`src/include/wapt_pkg.sv`:
```
// Constants for the wrapping absolute position tracker
package wapt_pkg;
    // ============================================================
    // Object map
    localparam logic [15:0] OBJ_HOME_OFFSET = 16'h607c;
    localparam logic [31:0] HOME_OFFSET_RST = 32'h0000_0000;
    // ============================================================
    // Encoder and settings
    localparam int          ST_BITS         = 23;
    localparam int          MT_BITS         = 16;
    localparam int          GEAR_BITS       = 16;
    localparam logic [3:0]  MODE_CONT       = 4'h4;
    localparam logic [15:0] LIMIT_FULL      = 16'hffff;
    localparam logic [63:0] POS_CEIL        = 64'h0000_0000_8000_0000;
    // Later releases check unreachable targets; earliest did not
    localparam logic        TARGET_CHECK_EN = 1'b1;
    typedef logic signed [63:0] wapt_wide_t;
endpackage

```
`src/include/wapt_turn_if.sv`:
```
// Signals between the tracker and its turn counter
`timescale 1ns/1ps
interface wapt_turn_if;
    logic [22:0] stCount;
    logic [15:0] mtLoad;
    logic        load;
    logic [15:0] limit;
    logic [15:0] mtCount;
    modport ctr  (input stCount, input mtLoad, input load, input limit, output mtCount);
    modport user (output stCount, output mtLoad, output load, output limit, input mtCount);
endinterface // wapt_turn_if

```
`src/logic/wapt_turn_counter.sv`:
```
// Multi-turn counter that wraps at the effective upper limit
`timescale 1ns/1ps
module wapt_turn_counter (
    input  wire logic   clk_sys,
    input  wire logic   arst_n,
    wapt_turn_if.ctr    turn
);
    import wapt_pkg::*;

    logic [22:0] stPrev_r;
    logic [15:0] mt_r;
    logic        up;
    logic        down;

    // Crossing of the single-turn zero point
    assign up   = (stPrev_r[22:21] == 2'b11) && (turn.stCount[22:21] == 2'b00);
    assign down = (stPrev_r[22:21] == 2'b00) && (turn.stCount[22:21] == 2'b11);
    assign turn.mtCount = mt_r;

    // Previous single-turn sample
    always_ff @(posedge clk_sys or negedge arst_n) begin
        if (!arst_n) begin
            stPrev_r <= 23'h000000;
        end else begin
            stPrev_r <= turn.stCount;
        end
    end

    // Turn count with wrap in both directions
    always_ff @(posedge clk_sys or negedge arst_n) begin
        if (!arst_n) begin
            mt_r <= 16'h0000;
        end else if (turn.load) begin
            mt_r <= (turn.mtLoad > turn.limit) ? turn.limit : turn.mtLoad;
        end else if (up) begin
            mt_r <= (mt_r >= turn.limit) ? 16'h0000 : mt_r + 16'h0001;
        end else if (down) begin
            mt_r <= (mt_r == 16'h0000) ? turn.limit : mt_r - 16'h0001;
        end
    end
endmodule // wapt_turn_counter

```
`src/logic/wapt_tracker.sv`:
```
// Wrapping absolute position tracker, top level
`timescale 1ns/1ps
module wapt_tracker (
    input  wire logic                           clk_sys,
    input  wire logic                           arst_n,
    // Object access
    input  wire logic                           objWrEn,
    input  wire logic [15:0]                    objAddr,
    input  wire logic [31:0]                    objWrData,
    output logic      [31:0]                    objRdData,
    // Power-cycle class settings; mode, upper limit and gear pend until apply, polarity and range limits act at once
    input  wire logic [3:0]                     absolute_encoder_mode_select,
    input  wire logic [15:0]                    multiturn_upper_limit,
    input  wire logic [wapt_pkg::GEAR_BITS-1:0] gearInverse,
    input  wire logic                           position_polarity,
    input  wire logic signed [31:0]             position_range_limit_min,
    input  wire logic signed [31:0]             position_range_limit_max,
    input  wire logic                           configEnable,
    // Events
    input  wire logic                           fbInitToPreop,
    input  wire logic                           mtClear,
    input  wire logic                           toolOpDone,
    input  wire logic                           homingDone,
    input  wire logic [wapt_pkg::ST_BITS-1:0]   indexSt,
    input  wire logic [wapt_pkg::MT_BITS-1:0]   indexMt,
    // Encoder side
    input  wire logic [wapt_pkg::ST_BITS-1:0]   encSt,
    input  wire logic [wapt_pkg::MT_BITS-1:0]   encMt,
    input  wire logic [15:0]                    encLimitStored,
    output logic                                encLimitWr,
    output logic      [15:0]                    encLimitData,
    // Target check
    input  wire logic                           targetValid,
    input  wire logic signed [31:0]             targetPos,
    input  wire logic                           targetCheckMode,
    // Results
    output logic signed [31:0]                  actualPos,
    output logic                                wrapActive,
    output logic                                command_error_fault,
    output logic                                parameter_setting_fault,
    output logic                                upper_limit_mismatch_fault,
    input  wire logic                           faultClear
);
    import wapt_pkg::*;

    // ============================================================
    // Storage
    logic        [31:0]          homeOffset_r;
    logic        [3:0]           modeEff_r;
    logic        [15:0]          limitEff_r;
    logic        [GEAR_BITS-1:0] gearEff_r;
    logic                        applyPend_r;
    logic                        presetPend_r;
    logic                        offsetChk_r;
    wapt_wide_t                  posBase_r;
    logic signed [31:0]          actualPos_r;
    logic        [31:0]          objRdData_r;
    logic                        encLimitWr_r;
    logic        [15:0]          encLimitData_r;
    logic                        cmdErr_r;
    logic                        parErr_r;
    logic                        mismatch_r;
    logic                        wrapActive_r;

    logic                        apply;
    logic                        preset;
    logic                        active;
    logic        [15:0]          limitUse;
    wapt_wide_t                  span;
    wapt_wide_t                  scaledNow;
    wapt_wide_t                  scaledIdx;
    wapt_wide_t                  posSum;
    wapt_wide_t                  posWrap;
    wapt_wide_t                  offsetW;
    wapt_wide_t                  targetW;
    logic                        overflow;
    logic                        offsetBad;
    logic                        targetBad;

    wapt_turn_if turn ();

    wapt_turn_counter u_turn (
        .clk_sys (clk_sys),
        .arst_n  (arst_n),
        .turn    (turn.ctr)
    );

    // ============================================================
    // Effective settings
    assign apply    = applyPend_r | configEnable;
    assign active   = (modeEff_r == MODE_CONT);
    assign limitUse = !active ? LIMIT_FULL
                    : (limitEff_r == 16'h0000) ? 16'h0001 : limitEff_r;

    // Power-on sample after release, or on configuration enable
    always_ff @(posedge clk_sys or negedge arst_n) begin
        if (!arst_n) begin
            applyPend_r <= 1'b1;
            modeEff_r   <= 4'h0;
            limitEff_r  <= 16'h0000;
            gearEff_r   <= '0;
            wrapActive_r <= 1'b0;
        end else begin
            applyPend_r <= 1'b0;
            if (apply) begin
                modeEff_r  <= absolute_encoder_mode_select;
                wrapActive_r <= (absolute_encoder_mode_select == MODE_CONT);
                limitEff_r <= multiturn_upper_limit;
                gearEff_r  <= gearInverse;
            end
        end
    end

    // Turn counter feed, reloaded from the encoder the cycle after apply, zeroed on mtClear
    assign turn.stCount = encSt;
    assign turn.mtLoad  = mtClear ? 16'h0000 : encMt;
    assign turn.load    = presetPend_r | mtClear;
    assign turn.limit   = limitUse;

    // ============================================================
    // Scaling and wrap
    function automatic wapt_wide_t scale(input logic [15:0] mt, input logic [22:0] st,
                                         input logic pol, input wapt_wide_t sp);
        wapt_wide_t raw;
        raw = wapt_wide_t'({mt, st}) * wapt_wide_t'(gearEff_r);
        scale = pol ? ((raw == 64'sd0) ? 64'sd0 : sp - raw) : raw;
    endfunction

    assign span      = (wapt_wide_t'(limitUse) + 64'sd1) * wapt_wide_t'(gearEff_r)
                       <<< ST_BITS;
    assign scaledNow = scale(turn.mtCount, encSt, position_polarity, span);
    assign scaledIdx = scale(indexMt, indexSt, position_polarity, span);
    assign posSum    = scaledNow + posBase_r;
    // Single correction suffices: base stays within one span
    assign posWrap   = (posSum >= span) ? posSum - span
                     : (posSum < 64'sd0) ? posSum + span : posSum;
    assign offsetW   = wapt_wide_t'($signed(homeOffset_r));
    assign targetW   = wapt_wide_t'(targetPos);

    // ============================================================
    // Checks
    assign overflow  = active && ((span - wapt_wide_t'(gearEff_r)) > $signed(POS_CEIL));
    // Top of the offset range is one gear step below the span
    assign offsetBad = active && ((offsetW < 64'sd0)
                     || (offsetW > span - wapt_wide_t'(gearEff_r)));
    assign targetBad = (targetW < 64'sd0) || (targetW > span - 64'sd1)
                     || (targetPos < position_range_limit_min)
                     || (targetPos > position_range_limit_max);

    // ============================================================
    // Home offset object and read-back
    always_ff @(posedge clk_sys or negedge arst_n) begin
        if (!arst_n) begin
            homeOffset_r <= HOME_OFFSET_RST;
            offsetChk_r  <= 1'b0;
        end else begin
            offsetChk_r <= objWrEn && (objAddr == OBJ_HOME_OFFSET);
            if (objWrEn && (objAddr == OBJ_HOME_OFFSET)) begin
                homeOffset_r <= objWrData;
            end
        end
    end

    always_ff @(posedge clk_sys or negedge arst_n) begin
        if (!arst_n) begin
            objRdData_r <= 32'h0000_0000;
        end else begin
            objRdData_r <= (objAddr == OBJ_HOME_OFFSET) ? homeOffset_r : 32'h0000_0000;
        end
    end

    // ============================================================
    // Preset and homing base
    assign preset = presetPend_r | fbInitToPreop | mtClear | toolOpDone;

    always_ff @(posedge clk_sys or negedge arst_n) begin
        if (!arst_n) begin
            presetPend_r <= 1'b0;
        end else begin
            presetPend_r <= apply;
        end
    end

    always_ff @(posedge clk_sys or negedge arst_n) begin
        if (!arst_n) begin
            posBase_r <= 64'sd0;
        end else if (homingDone) begin
            posBase_r <= offsetW - scaledIdx;
        end else if (preset) begin
            posBase_r <= offsetW;
        end
    end

    // Actual position
    always_ff @(posedge clk_sys or negedge arst_n) begin
        if (!arst_n) begin
            actualPos_r <= 32'sh0000_0000;
        end else begin
            actualPos_r <= posWrap[31:0];
        end
    end

    // ============================================================
    // Encoder limit write after an apply, at startup or on configuration enable, in wrap mode when the stored limit differs, and mismatch
    always_ff @(posedge clk_sys or negedge arst_n) begin
        if (!arst_n) begin
            encLimitWr_r   <= 1'b0;
            encLimitData_r <= 16'h0000;
        end else begin
            encLimitWr_r <= presetPend_r && active && (encLimitStored != limitEff_r);
            if (presetPend_r) begin
                encLimitData_r <= limitEff_r;
            end
        end
    end

    // ============================================================
    // Sticky faults, a new event wins over a clear
    always_ff @(posedge clk_sys or negedge arst_n) begin
        if (!arst_n) begin
            mismatch_r <= 1'b0;
        end else if (presetPend_r && active && (encLimitStored != limitEff_r)) begin
            mismatch_r <= 1'b1;
        end else if (faultClear) begin
            mismatch_r <= 1'b0;
        end
    end

    always_ff @(posedge clk_sys or negedge arst_n) begin
        if (!arst_n) begin
            parErr_r <= 1'b0;
        end else if ((presetPend_r || offsetChk_r) && (overflow || offsetBad)) begin
            parErr_r <= 1'b1;
        end else if (faultClear) begin
            parErr_r <= 1'b0;
        end
    end

    always_ff @(posedge clk_sys or negedge arst_n) begin
        if (!arst_n) begin
            cmdErr_r <= 1'b0;
        end else if (TARGET_CHECK_EN && active && targetValid && targetCheckMode
                     && targetBad) begin
            cmdErr_r <= 1'b1;
        end else if (faultClear) begin
            cmdErr_r <= 1'b0;
        end
    end

    // ============================================================
    // Outputs
    assign objRdData                  = objRdData_r;
    assign encLimitWr                 = encLimitWr_r;
    assign encLimitData               = encLimitData_r;
    assign actualPos                  = actualPos_r;
    assign wrapActive                 = wrapActive_r;
    assign command_error_fault        = cmdErr_r;
    assign parameter_setting_fault    = parErr_r;
    assign upper_limit_mismatch_fault = mismatch_r;
endmodule // wapt_tracker

```
`config.mk`:
```
export PLATFORM = sky130hd
export DESIGN_NAME = wapt_tracker
export DESIGN_NICKNAME = d
export VERILOG_FILES = /design/src/include/wapt_pkg.sv /design/src/include/wapt_turn_if.sv /design/src/logic/wapt_turn_counter.sv /design/src/logic/wapt_tracker.sv
export SDC_FILE = /design/constraint.sdc
export NUM_CORES = 2
export LEC_CHECK = 0
export ABC_AREA = 1
export BUFFER_PORTS_ARGS = -buffer_cell sky130_fd_sc_hd__buf_2
export CORE_ASPECT_RATIO = 0.5
export CORE_MARGIN = 2
export CORE_UTILIZATION = 40
export DETAILED_ROUTE_END_ITERATION = 10
export GPL_ROUTABILITY_DRIVEN = 0
export PLACE_DENSITY = 0.57
export SLEW_MARGIN = 15
export SYNTH_ARGS = -nofsm -noshare
export SYNTH_HDL_FRONTEND = slang
export SYNTH_SLANG_ARGS = --single-unit
```
`constraint.sdc`:
```
create_clock -name clk_sys -period 23.8 [get_ports clk_sys]
set_clock_uncertainty 0.15 [all_clocks]
set_input_delay 0 -clock clk_sys [delete_from_list [all_inputs] [get_ports clk_sys]]
set_output_delay 0 -clock clk_sys [all_outputs]
set_load 0.02 [all_outputs]
```
==> impl_results.md <==
* All-layer global routing usage at between 20% and 30%
* Worst slew pin tran at approximately 1.2 ns
* Drt wl/cell at slightly above 20 microns
* Crit path launch: modeEff_r[2]
* Multi-input logic area at 67100 sq um
* Hold Crit Class: in -> reg
* DRC viols at 0
* H-tree levels at 2
* Vias in the first global route at roughly 84000
* Final net count at roughly 15000
* Vias post-DR at between 80000 and 90000
* Via/cell ratio at approximately 5.3
* WP data arrival at between 15 and 20 ns
* Register area at ~6000 sq um
* Final setup margin at between 8 and 9 ns
* Final Hold Fails at 0
* Total gr overflow at 0
* I/O Buffers at between 300 and 400
* Sequential fraction of the synthesis area at 6.87%
* Cell area after synthesis at about 87000 sq um
* Final WL at 324 mm
* Max incr delay on CP at between 0.8 and 0.9 ns
* CP Launch Type: flop
* Fillcell total at between 20000 and 25000
* DRT iter0 DRCs at approximately 8400
* Syn Nets at ~15000
* Initial DRT Pass Iterations at 7
* Setup bufs post-CTS at 0
* CP Class: reg -> reg
* CP dominant cell by count: inv_1
* Inserted Clock Buffers at 34
* Reg2reg start: modeEff_r[2]
* Minimum clock period at 14.99 ns
* Mapped Cells at 12921
* Fin. max-slew vios at 0
* Largest net degree at the start of global routing at 168
* Starting Density at between 40% and 50%
* Antenna violations before repair at 21
* Synth unique cells at 76
* Required time worst endpoint at roughly 24 ns
* Max Cap Viol at 0
* # setup viols final at 0
* Layout cells sized above 1 at under 10%
* Clk buf depth at 3
* Ys Warns at 0
* Type of destination of the critical path: flop
* Critical path's top delay family: simple AND/OR/NAND/NOR gates
* Clock-pin slew on the worst setup and hold paths at 0.06 ns
* Slowest-stage cell, CP: xor2_1
* Area growth, synth to finish at 8.20%
* Fin crit share at 63.0%
* Last element of the critical path: actualPos[28]
* First-pass GRT wire length at between 500 and 600 mm
* RSZ-0062 raised after global routing: false
* Die Area at about 220000 sq um
* Max FO, Critical Path at 21
* Post-synth top flop: dfrtp_1
* Fmax at 66.7 MHz
* Area of the core at 215000 sq um
* CTS tree: built
* Root Driver: clkbuf_16
* Setup slack, reg-to-reg at just under 9 ns
* Reg2reg end: actualPos[28]
* Die Span Y at 333 microns
* CP Depth at 62
* Worst-Skew Late Latency at 0.61 ns
* Outcome: finished, final reports clean
* Synth Area per Inst at approximately 6.7 sq um
* Die width at about 660 microns
* EDFF count, synth at 0
* Placement row count at 120
* ANT nets after route at 0
* Clock sinks at 238
* Dpl hpwl at roughly 270 mm
* Asr flop ratio synth at 100%
* Buf/Inv on CP at 10
* Pre-CTS WS at around 9.3 ns
* Register bit total from synthesis at 238
* I/O Pins at about 370
* Max transition margin at 18.4%
* Worst Reg-to-Reg Cells at 62
* Setup TNS at 0 ns
-- how the worst min path moves through the flow --
stage	from	end	slack, ns	cells past startpoint
global route	multiturn_upper_limit[8]	limitEff_r[8]	0.04	4
CTS	objWrData[11]	homeOffset_r[11]	0.001	4
floorplan	arst_n	actualPos[0]	-0.45	0
detailed placement	arst_n	command_error_fault	-0.11	1
finish	objWrData[1]	homeOffset_r[1]	0.01	4
global placement	arst_n	command_error_fault	-0.12	1
-- cells in the final DEF (no fill, tap or decap), types with 169 or more instances in the layout --
cell	Yosys	layout
a21oi_1	610	610
buf_2	14	368
dfrtp_1	237	220
fa_1	1244	1244
ha_1	782	782
inv_1	3175	3174
nand2_1	3358	3358
nand3_1	419	419
nand4_1	169	169
nor2_1	1025	1025
o21ai_0	428	428
xor2_1	174	174
-- through the flow --
step	area (sq um)	cells	utilization [%]	hold WS [ns]
6_report	93900	16023	43.7	0.0150
5_1_grt	93900	16020	43.7	0.0384
4_1_cts	93900	16014	43.7	0.00113
3_5_place_dp	91100	15799	42.4	-0.114
3_3_place_gp	91100	15799	42.4	-0.120
2_1_floorplan	86800	12921	-	-0.446
-- tightest hold or removal path, stage by stage --
cell	delay, ns
dlygate4sd3_1	0.51
buf_2	0.09
nand2_1	0.06
o21ai_0	0.07
-- timing repair --
item / in CTS / in global routing
gates resized for setup: 0 / 0
hold endpoints to repair: 233 / 0
hold buffers: 155 / 0
endpoints found under the setup margin: 0 / 0
-- synthesized netlist by cell type, types with 28 or more instances --
library cell | n | area [sq um]
fa_1 | 1244 | 24900
nor4_1 | 43 | 269
o21a_1 | 40 | 300
inv_1 | 3175 | 11900
xor2_1 | 174 | 1520
o211ai_1 | 32 | 240
nand2_1 | 3358 | 12600
a21o_1 | 30 | 225
a31oi_1 | 97 | 607
clkbuf_1 | 363 | 1360
nand4_1 | 169 | 1060
o21ai_0 | 428 | 2140
ha_1 | 782 | 9780
xnor2_1 | 86 | 753
or2_2 | 28 | 175
nor2_1 | 1025 | 3850
nor3_1 | 98 | 490
nor2_2 | 32 | 200
nand3_1 | 419 | 2100
buf_1 | 38 | 143
a21oi_1 | 610 | 3050
nand3b_1 | 45 | 338
nand2_2 | 46 | 288
dfrtp_1 | 237 | 5930
-- area by class of cell --
type,instances,area share (%)
inverter,3213,12.8
clock buffer,40,0.994
sequential,238,6.41
clock inverter,20,0.237
antenna,9,0.0240
tap,2867,3.82
multi-input combinational,9049,71.5
timing repair buffer,587,4.17
-- state kept, by name, indices dropped and copies added, names as in the netlist, 2 cells and up --
signal,flops
gearEff_r,16
objRdData,32
limitEff_r,16
encLimitData,16
modeEff_r,4
homeOffset_r,32
actualPos,32
u_turn.stPrev_r,2
u_turn.turn.mtCount,16
posBase_r,64
-- routing by layer --
layer / GRT usage, % / part of all wire (%) / vias up
met4: 10.5 / 4.2 / 14
met5: 0 / 0.027 / -
met2: 45.1 / 43 / 3569
li1: - / - / 39320
met1: 40.6 / 43 / 40826
met3: 5.97 / 10 / 518
-- cells by family after synthesis --
logic type,after synthesis,synth area share [%]
flip-flops,238,6.87
other,1,0.00432
AND/OR/NAND/NOR,5330,25.4
XOR/XNOR,263,2.68
adder cells (fa/ha/maj),2026,40.0
buffers and inverters,3634,15.8
AO/OA/AOI/OAI,1429,9.29
Power is left out: the tool's default activity adds up to more than one toggle a clock period on the data nets, which glitch-free logic cannot reach.
